--- src/mil_consts.svh ---
// offsets, field positions, reset values and counts of the interrupt logic
`ifndef MIL_CONSTS_SVH
`define MIL_CONSTS_SVH

// register byte offsets on the register bus
`define MIL_OFF_IRQ_CONTROL 8'h00
`define MIL_OFF_OPTION      8'h04
`define MIL_OFF_PFLAGS_ONE  8'h08
`define MIL_OFF_PENABLE_ONE 8'h0c
`define MIL_OFF_STATUS      8'h10

// irq_control field positions
`define MIL_IC_GLOBAL_EN  7
`define MIL_IC_PERIPH_EN  6
`define MIL_IC_TMR_EN     5
`define MIL_IC_EXT_EN     4
`define MIL_IC_PORT_EN    3
`define MIL_IC_TMR_FLAG   2
`define MIL_IC_EXT_FLAG   1
`define MIL_IC_PORT_FLAG  0

// option field position and reset value
`define MIL_OPT_EDGE_SEL  6
`define MIL_OPTION_RESET  1'b1
`define MIL_IRQ_CONTROL_RESET 8'h00

// peripheral flag/enable position of the converter-done request
`define MIL_PF_CONV_DONE  0

// core timing
`define MIL_IRQ_VECTOR    13'h0004
`define MIL_PHASE_LAST    2'h3
`define MIL_PHASE_ONE     2'h0
`define MIL_PHASE_TWO     2'h1
`define MIL_DUMMY_CYCLES  2'h2

// pin-change race of one variant: 1 reproduces the missed flag
`define MIL_PORT_READ_RACE 1'b0

`endif

--- src/mil_pkg.sv ---
// types shared by the interrupt logic
package mil_pkg;

  typedef enum logic [1:0] {ST_RUN, ST_DUMMY, ST_SLEEP} mil_state_t;

  // request sources as they arrive from the peripherals
  typedef struct packed {
    logic       ext_irq_pin;
    logic       timer_wrap;
    logic [3:0] port_hi;
    logic       conv_done;
  } mil_src_t;

  // instruction events from the core sequencer
  typedef struct packed {
    logic        return_from_irq_instr;
    logic        sleep_enter;
    logic        port_read;
    logic [12:0] ret_addr;
  } mil_core_t;

  // vectoring orders back to the core
  typedef struct packed {
    logic        load_pc;
    logic        push;
    logic        pop;
    logic        wake;
    logic [12:0] pc_value;
  } mil_order_t;

endpackage

--- src/mil_irq_logic.sv ---
// interrupt logic of the small controller core with an ahb-lite register slave
//
// Design decisions made here: the address map and register access over AHB-Lite.
`timescale 1ns/1ns
`default_nettype none
`include "mil_consts.svh"

module mil_irq_logic
  import mil_pkg::*;
(
  input  wire logic        i_sys_clk,
  input  wire logic        i_rst_n,
  input  wire logic        hsel,
  input  wire logic [31:0] haddr,
  input  wire logic [1:0]  htrans,
  input  wire logic        hwrite,
  input  wire logic [2:0]  hsize,
  input  wire logic [31:0] hwdata,
  input  wire logic        hready,
  output logic      [31:0] hrdata,
  output logic             hreadyout,
  output logic             hresp,
  input  wire mil_src_t    i_src,
  input  wire mil_core_t   i_core,
  output mil_order_t       o_order,
  output logic             o_dummy_cycle,
  output logic             o_sleeping,
  output logic             o_phase_one
);

  // ----------------------------------------------------------------
  // register decode
  // ----------------------------------------------------------------
  function automatic logic [2:0] reg_index(input logic [7:0] a);
    unique case (a)
      `MIL_OFF_IRQ_CONTROL: reg_index = 3'h1;
      `MIL_OFF_OPTION:      reg_index = 3'h2;
      `MIL_OFF_PFLAGS_ONE:  reg_index = 3'h3;
      `MIL_OFF_PENABLE_ONE: reg_index = 3'h4;
      `MIL_OFF_STATUS:      reg_index = 3'h5;
      default:              reg_index = 3'h0;
    endcase
  endfunction

  logic [7:0] irq_control_q;
  logic [7:0] irq_control_d;
  logic       edge_sel_q;
  logic       pflag_q;
  logic       pflag_d;
  logic       penable_q;
  logic [1:0] phase_q;
  logic [1:0] dummy_cnt_q;
  logic       pin_prev_q;
  logic [3:0] port_prev_q;
  logic [2:0] wake_mask_q;
  logic       wr_pend_q;
  logic [2:0] wr_idx_q;
  logic [31:0] rdata_q;
  mil_state_t state_q;
  mil_order_t order_q;

  // zero-wait slave, always OKAY
  assign hreadyout = 1'b1;
  assign hresp     = 1'b0;
  assign hrdata    = rdata_q;

  logic addr_ok;
  logic [2:0] acc_idx;
  assign addr_ok = hsel & htrans[1] & hready;
  assign acc_idx = reg_index(haddr[7:0]);

  // ----------------------------------------------------------------
  // instruction phase divider
  // ----------------------------------------------------------------
  logic q1_en;
  assign q1_en       = (phase_q == `MIL_PHASE_ONE);
  assign o_phase_one = q1_en;

  always_ff @(posedge i_sys_clk or negedge i_rst_n)
    if (!i_rst_n)
      phase_q <= 2'h0;
    else
      phase_q <= phase_q + 2'h1;

  // ----------------------------------------------------------------
  // source event detection
  // ----------------------------------------------------------------
  logic pin_rise;
  logic pin_fall;
  logic ext_evt;
  logic port_evt;
  assign pin_rise = i_src.ext_irq_pin & ~pin_prev_q;
  assign pin_fall = ~i_src.ext_irq_pin & pin_prev_q;
  assign ext_evt  = edge_sel_q ? pin_rise : pin_fall;
  assign port_evt = (i_src.port_hi != port_prev_q)
    & ~(`MIL_PORT_READ_RACE & i_core.port_read & (phase_q == `MIL_PHASE_TWO));

  always_ff @(posedge i_sys_clk or negedge i_rst_n)
    if (!i_rst_n)
    begin
      pin_prev_q  <= 1'b0;
      port_prev_q <= 4'h0;
    end
    else
    begin
      pin_prev_q  <= i_src.ext_irq_pin;
      port_prev_q <= i_src.port_hi;
    end

  // ----------------------------------------------------------------
  // request and wake logic
  // ----------------------------------------------------------------
  logic [2:0] pend_src;
  logic       periph_pend;
  logic       any_pend;
  logic       take;
  logic       wake_any;
  logic       sw_wr;
  assign sw_wr = wr_pend_q;
  // flags gated by their own enables; peripheral needs master enable too
  assign pend_src[0] = irq_control_q[`MIL_IC_PORT_FLAG] & irq_control_q[`MIL_IC_PORT_EN];
  assign pend_src[1] = irq_control_q[`MIL_IC_EXT_FLAG]  & irq_control_q[`MIL_IC_EXT_EN];
  assign pend_src[2] = irq_control_q[`MIL_IC_TMR_FLAG]  & irq_control_q[`MIL_IC_TMR_EN];
  assign periph_pend = pflag_q & penable_q & irq_control_q[`MIL_IC_PERIPH_EN];
  assign any_pend    = (|pend_src) | periph_pend;
  // sampled only at phase one, so latency lands at zero to three cycles
  assign take = (state_q == ST_RUN) & q1_en & any_pend
              & irq_control_q[`MIL_IC_GLOBAL_EN];
  // pin wake uses the enable captured at sleep entry
  assign wake_any = (irq_control_q[`MIL_IC_EXT_FLAG] & wake_mask_q[0])
                  | (irq_control_q[`MIL_IC_TMR_FLAG] & wake_mask_q[1])
                  | (irq_control_q[`MIL_IC_PORT_FLAG] & wake_mask_q[2])
                  | periph_pend;

  logic wake_vec;
  assign wake_vec = (state_q == ST_SLEEP) & wake_any
                  & irq_control_q[`MIL_IC_GLOBAL_EN];

  // ----------------------------------------------------------------
  // sequencer
  // ----------------------------------------------------------------
  always_ff @(posedge i_sys_clk or negedge i_rst_n)
    if (!i_rst_n)
    begin
      state_q     <= ST_RUN;
      dummy_cnt_q <= 2'h0;
      wake_mask_q <= 3'h0;
    end
    else
    begin
      unique case (state_q)
        ST_RUN:
          if (take)
          begin
            state_q     <= ST_DUMMY;
            dummy_cnt_q <= `MIL_DUMMY_CYCLES;
          end
          else if (i_core.sleep_enter)
          begin
            state_q     <= ST_SLEEP;
            wake_mask_q <= {irq_control_q[`MIL_IC_PORT_EN],
                            irq_control_q[`MIL_IC_TMR_EN],
                            irq_control_q[`MIL_IC_EXT_EN]};
          end
        ST_DUMMY:
          // the vector is taken in phase one, so each dummy cycle closes at the next phase one
          if (phase_q == `MIL_PHASE_ONE)
          begin
            dummy_cnt_q <= dummy_cnt_q - 2'h1;
            if (dummy_cnt_q == 2'h1)
              state_q <= ST_RUN;
          end
        ST_SLEEP:
          if (wake_any & q1_en)
          begin
            if (wake_vec)
            begin
              state_q     <= ST_DUMMY;
              dummy_cnt_q <= `MIL_DUMMY_CYCLES;
            end
            else
              state_q <= ST_RUN;
          end
      endcase
    end

  assign o_dummy_cycle = (state_q == ST_DUMMY);
  assign o_sleeping    = (state_q == ST_SLEEP);

  logic vec_go;
  assign vec_go = take | (wake_vec & q1_en);

  // orders to the core, held one clock
  always_ff @(posedge i_sys_clk or negedge i_rst_n)
    if (!i_rst_n)
      order_q <= '0;
    else
    begin
      order_q.load_pc  <= vec_go;
      order_q.push     <= vec_go;
      order_q.pc_value <= `MIL_IRQ_VECTOR;
      order_q.pop      <= i_core.return_from_irq_instr;
      order_q.wake     <= (state_q == ST_SLEEP) & wake_any & q1_en;
    end

  assign o_order = order_q;

  // ----------------------------------------------------------------
  // control and flag registers
  // ----------------------------------------------------------------
  always_comb
  begin
    irq_control_d = irq_control_q;
    pflag_d       = pflag_q;
    if (sw_wr && wr_idx_q == 3'h1)
      irq_control_d = hwdata[7:0];
    if (sw_wr && wr_idx_q == 3'h3)
      pflag_d = hwdata[`MIL_PF_CONV_DONE];
    // events win over a clearing write; flags never auto-clear
    irq_control_d[`MIL_IC_EXT_FLAG]  = irq_control_d[`MIL_IC_EXT_FLAG] | ext_evt;
    irq_control_d[`MIL_IC_TMR_FLAG]  = irq_control_d[`MIL_IC_TMR_FLAG]
                                     | i_src.timer_wrap;
    irq_control_d[`MIL_IC_PORT_FLAG] = irq_control_d[`MIL_IC_PORT_FLAG] | port_evt;
    pflag_d = pflag_d | i_src.conv_done;
    if (i_core.return_from_irq_instr)
      irq_control_d[`MIL_IC_GLOBAL_EN] = 1'b1;
    if (vec_go)
      irq_control_d[`MIL_IC_GLOBAL_EN] = 1'b0;
  end

  always_ff @(posedge i_sys_clk or negedge i_rst_n)
    if (!i_rst_n)
    begin
      irq_control_q <= `MIL_IRQ_CONTROL_RESET;
      pflag_q       <= 1'b0;
    end
    else
    begin
      irq_control_q <= irq_control_d;
      pflag_q       <= pflag_d;
    end

  always_ff @(posedge i_sys_clk or negedge i_rst_n)
    if (!i_rst_n)
    begin
      edge_sel_q <= `MIL_OPTION_RESET;
      penable_q  <= 1'b0;
    end
    else if (sw_wr)
    begin
      if (wr_idx_q == 3'h2)
        edge_sel_q <= hwdata[`MIL_OPT_EDGE_SEL];
      if (wr_idx_q == 3'h4)
        penable_q <= hwdata[`MIL_PF_CONV_DONE];
    end

  // ----------------------------------------------------------------
  // bus slave: address phase capture and read data
  // ----------------------------------------------------------------
  always_ff @(posedge i_sys_clk or negedge i_rst_n)
    if (!i_rst_n)
    begin
      wr_pend_q <= 1'b0;
      wr_idx_q  <= 3'h0;
      rdata_q   <= 32'h0;
    end
    else
    begin
      wr_pend_q <= addr_ok & hwrite;
      wr_idx_q  <= acc_idx;
      // flags are the only source identification software gets
      unique case (acc_idx)
        3'h1:    rdata_q <= {24'h0, irq_control_d};
        3'h2:    rdata_q <= {24'h0, 1'b1, edge_sel_q, 6'h3f};
        3'h3:    rdata_q <= {31'h0, pflag_d};
        3'h4:    rdata_q <= {31'h0, penable_q};
        3'h5:    rdata_q <= {26'h0, phase_q, any_pend,
                             o_dummy_cycle, o_sleeping, 1'b0};
        default: rdata_q <= 32'h0;
      endcase
    end

  // ----------------------------------------------------------------
  // checks
  // ----------------------------------------------------------------
  AST_VEC_NEEDS_GLOBAL: assert property (@(posedge i_sys_clk) disable iff (!i_rst_n)
    !irq_control_q[`MIL_IC_GLOBAL_EN] |=> !order_q.load_pc)
    else $error("vector taken with global enable clear");

  AST_VEC_CLEARS_GLOBAL: assert property (@(posedge i_sys_clk) disable iff (!i_rst_n)
    vec_go |=> !irq_control_q[`MIL_IC_GLOBAL_EN] && order_q.load_pc
              && order_q.pc_value == `MIL_IRQ_VECTOR)
    else $error("vector did not clear enable or load pc");

  AST_RETURN_SETS_GLOBAL: assert property (@(posedge i_sys_clk) disable iff (!i_rst_n)
    i_core.return_from_irq_instr && !vec_go |=> irq_control_q[`MIL_IC_GLOBAL_EN]
                                              && order_q.pop)
    else $error("return did not set global enable");

  AST_PIN_EDGE: assert property (@(posedge i_sys_clk) disable iff (!i_rst_n)
    (edge_sel_q ? pin_rise : pin_fall) |=> irq_control_q[`MIL_IC_EXT_FLAG])
    else $error("selected pin edge did not set flag");

  AST_TIMER_FLAG: assert property (@(posedge i_sys_clk) disable iff (!i_rst_n)
    i_src.timer_wrap |=> irq_control_q[`MIL_IC_TMR_FLAG])
    else $error("timer wrap lost");

  AST_DUMMY_TWO: assert property (@(posedge i_sys_clk) disable iff (!i_rst_n)
    vec_go |=> o_dummy_cycle [*8] ##1 !o_dummy_cycle)
    else $error("dummy cycles not two instruction cycles");

  AST_LATENCY: assert property (@(posedge i_sys_clk) disable iff (!i_rst_n)
    state_q == ST_RUN && any_pend && irq_control_q[`MIL_IC_GLOBAL_EN]
    && !i_core.sleep_enter |-> ##[0:3] vec_go)
    else $error("request not taken within one instruction cycle");

  AST_WAKE_ANY: assert property (@(posedge i_sys_clk) disable iff (!i_rst_n)
    o_sleeping && wake_any |-> ##[1:4] order_q.wake ##0 !o_sleeping)
    else $error("enabled source failed to wake");

  AST_WAKE_NO_GLOBAL: assert property (@(posedge i_sys_clk) disable iff (!i_rst_n)
    order_q.wake && !$past(irq_control_q[`MIL_IC_GLOBAL_EN]) |-> state_q == ST_RUN)
    else $error("wake with enable clear went to vector");

endmodule
`default_nettype wire

--- config.mk ---
export PLATFORM = sky130hd
export DESIGN_NAME = mil_irq_logic
export DESIGN_NICKNAME = d
export VERILOG_FILES = /design/src/mil_pkg.sv /design/src/mil_irq_logic.sv
export VERILOG_INCLUDE_DIRS = /design/src
export SDC_FILE = /design/constraint.sdc
export NUM_CORES = 1
export LEC_CHECK = 0
export BUFFER_PORTS_ARGS = -buffer_cell sky130_fd_sc_hd__clkbuf_2
export CAP_MARGIN = 20
export CELL_PAD_IN_SITES_DETAIL_PLACEMENT = 2
export CELL_PAD_IN_SITES_GLOBAL_PLACEMENT = 2
export CORE_MARGIN = 2
export CORE_UTILIZATION = 22
export CTS_CLUSTER_SIZE = 16
export DETAILED_ROUTE_END_ITERATION = 12
export PLACE_DENSITY_LB_ADDON = 0.1
export SKIP_LAST_GASP = 1
export SLEW_MARGIN = 20
export SYNTH_ARGS = -nofsm -noshare
export SYNTH_HDL_FRONTEND = slang
export SYNTH_SLANG_ARGS = --single-unit
export TNS_END_PERCENT = 50
--- constraint.sdc ---
create_clock -name i_sys_clk -period 2.1 [get_ports i_sys_clk]
set_input_delay 0.105 -clock i_sys_clk [delete_from_list [all_inputs] [get_ports i_sys_clk]]
set_output_delay 0.105 -clock i_sys_clk [all_outputs]
set_load 0.1 [all_outputs]
# Yosys cells after proc, flatten, opt, wreduce, memory -nomap -nowiden
# Cells that the tools add are included.
# classes
n_addsub,2
n_eq_ne,23
mux,19
n_bitwise,33
n_reduce_logical,11
# ops
operator,count
$pmux W8 S5,1
$and A1 B1 Y1,21
$mux W2,9
$eq A8 B4 Y1 const B,2
$pmux W3 S5,1
$eq A3 B2 Y1 const B,4
$pmux W2 S3,2
$eq A3 B3 Y1 const B,3
$or A1 B1 Y1,9
$eq A8 B3 Y1 const B,1
$eq A8 B5 Y1 const B,1
$logic_not A8 Y1,1
$mux W8,1
$ne A2 B1 Y1 const B,4
$reduce_and A4 Y1,2
$eq A3 B1 Y1 const B,2
$mux W1,5
$eq A2 B1 Y1 const B,2
$logic_not A2 Y1,2
$ne A4 B4 Y1,1
$reduce_and A2 Y1,2
$ne A3 B3 Y1 const B,1
$not A1 Y1,3
$reduce_and A3 Y1,1
6 further kinds,7
# totals
reg_bits,65
inputBits,97
output_inout_bits,54
elab_cells,105

# Logic depth before layout (Yosys ltp)
# Gate-level depths: netlist (run 1).
# depth
depth_word,10
depth_mapped,6
ltp_nobuf,6

# Least setup slack after synthesis (run 1)
# OpenSTA, ideal clock, no wires.
# synth_path
path_kind,flip-flop to flip-flop
startpoint,reg phase_q[0]
endpoint,reg state_q[1]
arrival_time_ns,2.383
t_required_ns,1.975
slack_ns,-0.408
stages_incl_launch_ff,7
n_path_buf,0
synth_period_minus_slack_ns,2.508
cell_sequence,dfrtp_1 > inv_1 > ha_1 > nand2_1 > a21o_2 > a211oi_1 > mux2_2
# synth_via
elab_chain_len,6
word_cells_on_any_way,11
# synth_rtl
item,line,source
start: declaration,mil_irq_logic.sv:51,logic [1:0] phase_q;
start signal: assignment,mil_irq_logic.sv:83,phase_q <= phase_q + 2'h1;
$logic_not A2 Y1 (no line) *,--,
net o_phase_one,mil_irq_logic.sv:28,output logic o_phase_one
$and A1 B1 Y1 (3 in series),mil_irq_logic.sv:127,assign take = (state_q == ST_RUN) & q1_en & any_pend
$ne A3 B3 Y1 (no line) / $mux W2 (equally long branches),--,
$reduce_and A4 Y1 (no line) / $pmux W2 S3 (equally long branches),--,
end signal: assignment,mil_irq_logic.sv:145,state_q <= ST_RUN;
end signal: assignment,mil_irq_logic.sv:155,state_q <= ST_DUMMY;
end signal: assignment,mil_irq_logic.sv:160,state_q <= ST_SLEEP;
end: declaration,mil_irq_logic.sv:59,mil_state_t state_q;
# The timed path passes the listed nets; every way through them passes the cells marked *.
# A chain may end at the register's enable or synchronous reset.

# Worst setup path in the final report (run 1)
# layout_path
startpoint,reg wr_idx_q[1]
endpoint,"reg rdata_q[0], in the netlist hrdata[0]"
# layout_via
elab_chain_len,5
word_cells_on_any_way,9
# layout_rtl
item,line,source
start: declaration,mil_irq_logic.sv:57,logic [2:0] wr_idx_q;
start signal: assignment,mil_irq_logic.sv:270,wr_idx_q <= acc_idx;
$eq A3 B2 Y1 / $eq A3 B1 Y1 (equally long branches),"mil_irq_logic.sv:217, mil_irq_logic.sv:215",
"$logic_and A1 B1 Y1, on equally long branches","mil_irq_logic.sv:217, mil_irq_logic.sv:215",
$mux W1 / $mux W8 (equally long branches),"mil_irq_logic.sv:217, mil_irq_logic.sv:215",
"$or A1 B1 Y1, on equally long branches","mil_irq_logic.sv:224, mil_irq_logic.sv:223",
$pmux W8 S5 *,mil_irq_logic.sv:272,unique case (acc_idx)
end signal: assignment,mil_irq_logic.sv:273,"3'h1: rdata_q <= {24'h0, irq_control_d};"
end signal: assignment,mil_irq_logic.sv:274,"3'h2: rdata_q <= {24'h0, 1'b1, edge_sel_q, 6'h3f};"
end signal: assignment,mil_irq_logic.sv:275,"3'h3: rdata_q <= {31'h0, pflag_d};"
end: declaration,mil_irq_logic.sv:58,logic [31:0] rdata_q;
# Every way passes the cells marked *; elsewhere a longest branch is shown, timed or not.

==> metrics.yaml, run 1 <==
status: "finished, final reports clean"
synth_area_sq_mm: 0.00214
vias: 1493
synth_top_area_cell: "dfrtp_1"
synth_seq_area_share: 0.479
p_per_area_mw_per_mm2: 959
top_level_ports: 151
grt-ovfl-total: 0
antenna_found_initial: 0
min_period_over_period: 0.881
met2_length_um: 2440
comb_power_share: 0.394
area_growth_pct: 20.1
crit_path_max_fanout: 9
swShare: 0.431
p_sw_mw: 1.06
drt_wl_total_um: 5330
dieHeight_um: 103
arrival_ns: 2.03
slowest_delay_ns: 0.59
fill_cells: 1113
gp_congestion: 0.751
met1Wirelength_um: 2540
wire_per_inst_um: 13.8
dr_wl_met3_um: 287
drt_iter0_markers: 47
cp-start-kind: "register"
p_clk_frac: 0.253
hold_ws_ns: 0.0542
fin_total_pwr_mw: 2.47
p_int_mw: 1.41
cts_buffers: 5
cap_violations: 0
track_usage: 0.108
worstPathCellList: "and4bb_1, mux2i_1, a32o_1, nor4_1"
syn_area_per_cell_sq_um: 10.9
grt_max_degree: 42
fin_crit_ns: 1.85
synth_cells: 197
max_freq_mhz: 541
peakVddDrop_mv: 0.254
drt_pass1_iterations: 4
power_frac_seq: 0.354
grt_pass1_vias: 1550
cts_root_buf: "clkbuf_8"
numPortBuffers: 46
max-slew-margin-rel: 0.625
clockBufferDepth: 2
ys_types: 42
rsz0062_at_grt: "no"
num_rows: 36
timing.final.ws_setup_ns: 0.250
dieWidth_um: 103
synth_edf_count: 0
highest_layer: "met4"
final_layout_size_suffix_gt1_frac: 0.306
synth-seq-cells: 41
cts.sinks: 41
required_ns: 2.28
tns_ns: 0
synth_ff_type: "dfrtp_1"
leakage_nw: 1.29
dp_slack_ns: 0.122
drv_slew: 0
yosys-top-cells-area: "dfrtp_1, buf_4, mux2_2"
coreArea_sq_mm: 0.00959
worstMarginPinSlew_ns: 0.563
synthArstFlopShare: 1.00
crit_path_end_kind: "register"
grt_pass1_wl_um: 8480
finalClockSkew_ns: 0.00316
start_util: 0.223
hold_path.class: "in -> reg"
diodes: 0
clk_pin_slew_ns: 0.08
drtAntennaViolNets: 0
hold_viol: 0
yosysTopAreaCellShare: 0.467
cts-htree-levels: 2
criticalPathCategory: "reg -> reg"
slowest_stage: "and4bb_1"
yosysWarningCount: 0
place_hpwl_um: 4030
viasPerCell: 3.88
setup_violations: 0
drc: 0
num-nets-final: 354
die-area_sq_mm: 0.0105
insertion_delay_ns: 0.29
cts_tree: "built"
path summary, 6_finish.rpt:
kind                                  start             end  slack [ns]  cells past startpoint
worst min register to register   phase_q[0]      phase_q[0]        0.47                      1
worst max register to register  wr_idx_q[1]       hrdata[0]        0.25                      4
min in group asynchronous           i_rst_n  port_prev_q[3]        0.42                      3
worst min-delay path              htrans[1]           sw_wr        0.05                      2
worst max-delay path            wr_idx_q[1]       hrdata[0]        0.25                      4
max in group asynchronous           i_rst_n     o_order[15]        1.28                      3
power by group through the flow:
stage          Sequential, mW  Clock, mW  Combinational [mW]
2_1_floorplan           0.938          0               0.803
3_3_place_gp            0.888          0               0.947
3_5_place_dp            0.891          0               0.962
4_1_cts                 0.875      0.663               0.974
5_1_grt                 0.883      0.693                1.04
6_report                0.874      0.624               0.972
cell usage after synthesis, types with 4 or more instances:
cell type   n
a21oi_1     5
buf_4      39
clkbuf_1    4
dfrtp_1    40
ha_1        5
inv_1      11
mux2_2     12
mux2i_1     5
nand2_1     7
nor2_1     13
nor3_1      4
o21ai_0     4
o311a_1     5
xor2_1      4
registers in the layout, indices dropped and copies added, names as in the netlist:
register / count
dummy_cnt_q: 2
edge_sel_q: 1
hrdata: 8
irq_control_q: 8
o_order: 4
penable_q: 1
pflag_q: 1
phase_q: 2
pin_prev_q: 1
port_prev_q: 4
state_q: 2
sw_wr: 1
wake_mask_q: 3
wr_idx_q: 3
placed cells by master, fill, tap and decap left out, types with 2 or more instances in the layout:
| cell type | n |
|---|---|
| a21oi_1 | 5 |
| conb_1 | 39 |
| mux2_2 | 12 |
| nand2_1 | 7 |
| nor3_1 | 4 |
| nor2b_1 | 3 |
| dlygate4sd3_1 | 7 |
| ha_1 | 2 |
| ha_2 | 2 |
| nor2_1 | 13 |
| nand3_1 | 3 |
| buf_4 | 3 |
| o21ai_0 | 4 |
| clkbuf_2 | 46 |
| clkbuf_8 | 5 |
| a21o_1 | 2 |
| and3_1 | 3 |
| mux2i_1 | 5 |
| o311a_1 | 5 |
| inv_1 | 11 |
| xor2_1 | 4 |
| nor4_1 | 2 |
| a222oi_1 | 2 |
| dfrtp_1 | 40 |
area by class of cell:
class | instances | area (sq um) | share of cell area
Inverter | 11 | 41.3 | 0.0160
Timing Repair Buffer | 56 | 323 | 0.125
Sequential cell | 41 | 1030 | 0.399
Tap cell | 133 | 166 | 0.0646
Clock buffer | 5 | 68.8 | 0.0267
Clock inverter | 2 | 35.0 | 0.0136
Multi-Input combinational cell | 137 | 913 | 0.355
worst max-delay path, delay by kind of cell (launching register included):
family,cells,cell delay (ns)
and+or+nand+nor,2,0.86
DFF,1,0.41
AOI/OAI and AO/OA,1,0.29
muxes,1,0.18
per-stage QoR:
stage	utilization	std cells	area (sq um)
6_report	0.268	385	2570
5_1_grt	0.268	385	2570
4_1_cts	0.268	385	2570
3_5_place_dp	0.250	371	2400
3_3_place_gp	0.250	371	2400
2_1_floorplan	-	234	2300
logic make-up after synthesis:
logic type	Yosys count	synth area share
AOI/OAI and AO/OA	28	0.103
other	2	0.00350
muxes	17	0.0864
DFF	41	0.479
adders and majority gates	5	0.0292
and+or+nand+nor	43	0.109
xor gates and xnor gates	5	0.0204
buffers and inverters	56	0.170
per-layer routing:
layer / vias up / GRT usage
li1: 708 / -
met1: 729 / 0.149
met2: 52 / 0.167
met3: 4 / 0.0251
met4: 0 / 0.0369
met5: - / 0
what timing repair did:
action                     in CTS  in global routing
hold buffers                    7                  0
resized for setup               0                  1
setup endpoints to repair       0                  1
setup buffers                   0                  0
hold endpoints to repair       46                  0
No activity file was read; power rests on OpenSTA's default activity.
==> run 2: changes to the inputs <==
Settings changed: CORE_ASPECT_RATIO set to 1.1, PLACE_DENSITY set to 0.85, PLACE_DENSITY_LB_ADDON 0.1 to not set.
==> metrics.yaml, run 2 (synthesis results as in run 1) <==
status: "finished, final reports clean"  # unchanged
drt_pass1_iterations: 4  # unchanged
gp_congestion: 0.782  # was 0.751
antenna_found_initial: 0  # unchanged
drtAntennaViolNets: 0  # unchanged
reg2reg_from: "wr_idx_q[1]"  # unchanged
grt_max_degree: 42  # unchanged
vias: 1552  # was 1493
hold_viol: 0  # unchanged
fin_total_pwr_mw: 2.38  # was 2.47 mW
cap_violations: 0  # unchanged
setup_violations: 0  # unchanged
drc: 0  # unchanged
r2r_cells: 3  # was 4
holdPathStages: 2  # unchanged
min_period_over_period: 0.885  # was 0.881
cpLargestDelayFamily: "simple AND/OR/NAND/NOR gates"  # unchanged
crit_path_max_fanout: 9  # unchanged
slowest_stage: "and4bb_1"  # unchanged
dieHeight_um: 108  # was 103 um
cts-htree-levels: 2  # unchanged
diodes: 0  # unchanged
drt_wl_total_um: 5140  # was 5330 um
area_growth_pct: 18.2  # was 20.1%
arrival_ns: 2.03  # about the same
finalClockSkew_ns: 0.00553  # was 0.00316 ns
max-slew-margin-rel: 0.635  # was 0.625
leakage_nw: 1.27  # was 1.29 nW
r2r_end: "hrdata[3]"  # was hrdata[0]
rsz0062_at_grt: "no"  # unchanged
place_hpwl_um: 4050  # was 4030 um
p_per_area_mw_per_mm2: 938  # was 959 mW/mm^2
clockBufferDepth: 2  # unchanged
top_level_ports: 151  # unchanged
worstPathCellList: "and4bb_1, mux2_2, o311a_1"  # was and4bb_1, mux2i_1, a32o_1, nor4_1
r2r_slack_ns: 0.24  # was 0.25 ns
peakVddDrop_mv: 0.310  # was 0.254 mV
grt_pass1_wl_um: 8120  # was 8480 um
mostFrequentLayoutCell: "clkbuf_2"  # unchanged
cp-start-kind: "register"  # unchanged
cts_buffers: 5  # unchanged
insertion_delay_ns: 0.29  # about the same
final_cell_mix: "clkbuf_2, dfrtp_1, conb_1, nor2_1, mux2_2"  # unchanged
clk_pin_slew_ns: 0.08  # about the same
num-nets-final: 353  # was 354
criticalPathCategory: "reg -> reg"  # unchanged
cts_root_buf: "clkbuf_8"  # unchanged
grt_pass1_vias: 1668  # was 1550
fin_crit_ns: 1.86  # was 1.85 ns
fill_cells: 1085  # was 1113
num_rows: 37  # was 36
cts_tree: "built"  # unchanged
worstMarginPinSlew_ns: 0.548  # was 0.563 ns
viasPerCell: 4.22  # was 3.88
hold_path.class: "in -> reg"  # unchanged
die-area_sq_mm: 0.0105  # about the same
worstHoldEndpoint: "irq_control_q[2]"  # was sw_wr
grt-ovfl-total: 0  # unchanged
final_layout_size_suffix_gt1_frac: 0.303  # was 0.306
drt_iter0_markers: 43  # was 47
coreArea_sq_mm: 0.00940  # was 0.00959 sq mm
slowest_delay_ns: 0.62  # was 0.59 ns
crit_path_end_kind: "register"  # unchanged
track_usage: 0.0988  # was 0.108
cts.sinks: 41  # unchanged
dieWidth_um: 98.1  # was 103 um
critical_path_cell_count: 3  # was 4
wire_per_inst_um: 14.0  # was 13.8 um
required_ns: 2.28  # about the same
start_util: 0.228  # was 0.223
hp-start: "i_src[5]"  # was htrans[1]
max_freq_mhz: 538  # was 541 MHz
drv_slew: 0  # unchanged
path_buf_inv: 0  # unchanged
tns_ns: 0  # unchanged
numPortBuffers: 46  # unchanged
crit_start: "wr_idx_q[1]"  # unchanged
-- run 2: cell types whose count changed in the layout (fill, tap and decap cells not counted) --
cell,change
buf_4,-1
clkinvlp_4,+1
clkbuf_8,+1
bufinv_16,-1
clkinv_2,-1
-- run 2: repair_timing --
action / in CTS / in global routing
gates resized for setup: 0 / 1
hold buffers: 7 / 0
buffers inserted: 0 / 0
endpoints found under the setup margin: 0 / 1
endpoints found under the hold margin: 46 / 0
-- run 2: worst reg2reg max path, stage by stage (launching register included) --
cell and delay, ns:
dfrtp_1 0.41, and4bb_1 0.62, mux2_2 0.42, o311a_1 0.30
-- run 2: worst max path at each step --
| stage | endpoint | slack [ns] |
|---|---|---|
| global placement | state_q[1] | 0.27 |
| detailed placement | state_q[1] | 0.15 |
| finish | hrdata[3] | 0.24 |
| CTS | state_q[1] | 0.14 |
| floorplan | state_q[1] | 0.15 |
| global route | hrdata[0] | 0.08 |
-- run 2: cell type report --
cell class              count  area, sq um  area share
clock buffers               6         82.6      0.0326
inverters                  11         41.3      0.0163
well taps                 117          146      0.0578
repair buffers             55          315       0.124
multi-input cells         137          913       0.360
flip-flops and latches     41         1030       0.405
clock inverters             1         7.51     0.00296
-- run 2: per-layer routing --
metal	GRT usage	routed length, um	vias to the layer above
met2	0.177	2710	58
met4	0.0327	69	0
met1	0.114	2020	785
li1	-	-	704
met5	0	0	-
met3	0.0260	341	5
-- run 2: through the flow --
stage | cells | utilization | hold WS, ns | cell area, sq um | setup WS, ns
5_1_grt | 368 | 0.270 | 0.0530 | 2530 | 0.0791
6_report | 368 | 0.270 | 0.0490 | 2530 | 0.242
3_5_place_dp | 354 | 0.252 | 0.214 | 2370 | 0.155
2_1_floorplan | 234 | - | -0.191 | 2300 | 0.145
3_3_place_gp | 354 | 0.252 | 0.200 | 2370 | 0.270
4_1_cts | 368 | 0.269 | 0.0460 | 2530 | 0.145
-- run 2: report_power, final --
part	internal, mW	switching (mW)	total, mW
clock	0.260	0.275	0.535
combinational	0.218	0.750	0.967
sequential	0.843	0.0311	0.874
==> run 3: changes to the inputs <==
--- a/config.mk
+++ b/config.mk
@@ -23,2 +23,2 @@
 export SYNTH_SLANG_ARGS = --single-unit
-export TNS_END_PERCENT = 50
+export TNS_END_PERCENT = 30
--- a/constraint.sdc
+++ b/constraint.sdc
@@ -3,2 +3,2 @@
 set_output_delay 0.105 -clock i_sys_clk [all_outputs]
-set_load 0.1 [all_outputs]
+set_load 0.01 [all_outputs]
==> metrics.yaml, run 3 (synthesis results as in run 1) <==
mostFrequentLayoutCell: "clkbuf_2"  # unchanged
cts_tree: "built"  # unchanged
fin_crit_ns: 1.94  # was 1.86 ns
layout.area.seq_sq_mm: 0.00103  # unchanged
diodes: 0  # unchanged
cp-start-kind: "register"  # unchanged
drc: 0  # unchanged
peakVddDrop_mv: 0.279  # was 0.310 mV
min_period_over_period: 0.925  # was 0.885
p_int_mw: 1.28  # was 1.32 mW
worstPathCellList: "a222oi_1, a21o_2, o2bb2ai_1, mux2_2"  # was and4bb_1, mux2_2, o311a_1
cts-htree-levels: 2  # unchanged
clockBufferDepth: 2  # unchanged
max-slew-margin-rel: 0.592  # was 0.635
crit_start: "irq_control_q[3]"  # was wr_idx_q[1]
arrival_ns: 2.12  # was 2.03 ns
num-nets-final: 353  # unchanged
numPortBuffers: 46  # unchanged
dieWidth_um: 98.1  # unchanged
criticalPathCategory: "reg -> reg"  # unchanged
slowest_stage: "a222oi_1"  # was and4bb_1
drt_iter0_markers: 64  # was 43
power_frac_seq: 0.469  # was 0.368
clk_pin_slew_ns: 0.08  # about the same
crit_path_end_kind: "register"  # unchanged
cap_violations: 0  # unchanged
grt_max_degree: 42  # unchanged
r2r_end: "dummy_cnt_q[0]"  # was hrdata[3]
antenna_found_initial: 0  # unchanged
setup_violations: 0  # unchanged
track_usage: 0.104  # was 0.0988
dp_slack_ns: 0.167  # was 0.155 ns
drt_pass1_iterations: 4  # unchanged
crit_path_max_fanout: 3  # was 9
grt_pass1_vias: 1749  # was 1668
num_rows: 37  # unchanged
r2r_cells: 4  # was 3
insertion_delay_ns: 0.29  # about the same
top_level_ports: 151  # unchanged
status: "finished, final reports clean"  # unchanged
hold_path.class: "in -> reg"  # unchanged
dieHeight_um: 108  # unchanged
coreArea_sq_mm: 0.00940  # unchanged
area_growth_pct: 16.8  # was 18.2%
worstMarginPinSlew_ns: 0.612  # was 0.548 ns
cts_buffers: 5  # unchanged
drv_slew: 0  # unchanged
hold_viol: 0  # unchanged
fill_cells: 1073  # was 1085
cp-endpoint: "dummy_cnt_q[0]"  # was hrdata[3]
final_cell_mix: "clkbuf_2, dfrtp_1, conb_1, nor2_1, mux2_2"  # unchanged
comb_power_share: 0.265  # was 0.407
swShare: 0.314  # was 0.444
tns_ns: 0  # unchanged
slowest_delay_ns: 0.61  # was 0.62 ns
grt-ovfl-total: 0  # unchanged
timing.final.ws_setup_ns: 0.157  # was 0.242 ns
fin_total_pwr_mw: 1.87  # was 2.38 mW
grt_pass1_wl_um: 8600  # was 8120 um
cts.sinks: 41  # unchanged
r2r_slack_ns: 0.16  # was 0.24 ns
reg2reg_from: "irq_control_q[3]"  # was wr_idx_q[1]
wire_per_inst_um: 14.1  # was 14.0 um
viasPerCell: 4.16  # was 4.22
drt_wl_total_um: 5200  # was 5140 um
die-area_sq_mm: 0.0105  # unchanged
postCtsResizedCells: 0  # unchanged
drtAntennaViolNets: 0  # unchanged
max_freq_mhz: 515  # was 538 MHz
start_util: 0.228  # unchanged
place_hpwl_um: 4060  # was 4050 um
leakage_nw: 1.28  # was 1.27 nW
cts_root_buf: "clkbuf_8"  # unchanged
p_sw_uw: 586  # was 1.06 mW
finalClockSkew_ns: 0.00648  # was 0.00553 ns
p_per_area_mw_per_mm2: 746  # was 938 mW/mm^2
vias: 1536  # was 1552
required_ns: 2.28  # about the same
p_clk_frac: 0.266  # was 0.225
multi_input_area_sq_um: 891  # was 913 sq um
final_layout_size_suffix_gt1_frac: 0.286  # was 0.303
gp_congestion: 0.759  # was 0.782
rsz0062_at_grt: "no"  # unchanged
run 3: critical path: cells and delay by family, from the launching register on:
family | cells | cell delay, ns
multiplexers | 1 | 0.36
AO/OA/AOI/OAI | 3 | 1.04
flip-flops | 1 | 0.42
run 3: stage by stage:
stage,hold slack (ns),utilization,instance area (sq um),instances
2_1_floorplan,-0.191,-,2280,234
3_3_place_gp,0.201,0.250,2350,354
3_5_place_dp,0.215,0.250,2350,354
4_1_cts,0.0193,0.266,2500,369
5_1_grt,0.0319,0.266,2500,369
6_report,0.0351,0.266,2500,369
run 3: area by class of cell:
type | count | area share
Timing Repair Buffer | 55 | 0.126
Inverter | 11 | 0.0165
Multi-Input combinational cell | 137 | 0.356
Sequential cell | 41 | 0.410
Clock buffer | 6 | 0.0290
Clock inverter | 2 | 0.00400
Tap cell | 117 | 0.0585
run 3: power groups by stage:
| stage | clock [mW] | combinational [mW] | sequential (mW) |
|---|---|---|---|
| global placement | 0 | 0.457 | 0.885 |
| floorplan | 0 | 0.389 | 0.886 |
| CTS | 0.524 | 0.499 | 0.878 |
| detailed placement | 0 | 0.487 | 0.894 |
| global route | 0.562 | 0.552 | 0.884 |
| finish | 0.498 | 0.495 | 0.875 |
run 3: worst min-delay path by stage:
stage,from,cells after the start,end,slack (ns)
after detailed placement,i_rst_n,2,dummy_cnt_q[1],0.22
final,i_src[5],2,irq_control_q[2],0.04
after CTS,i_src[5],2,irq_control_q[2],0.02
after floorplan,i_rst_n,0,dummy_cnt_q[0],-0.19
after global placement,i_rst_n,2,state_q[0],0.20
after global routing,i_src[5],2,irq_control_q[2],0.03
run 3: layer usage:
layer / up-vias / global-route usage / routed length (um)
li1: 705 / - / -
met1: 767 / 0.115 / 2090
met2: 61 / 0.198 / 2830
met3: 3 / 0.0260 / 255
met4: 0 / 0.0238 / 31
met5: - / 0 / 0
run 3: repair_timing:
action | in CTS | in global routing
hold endpoints to repair | 46 | 0
setup buffers | 0 | 0
hold buffers | 7 | 0
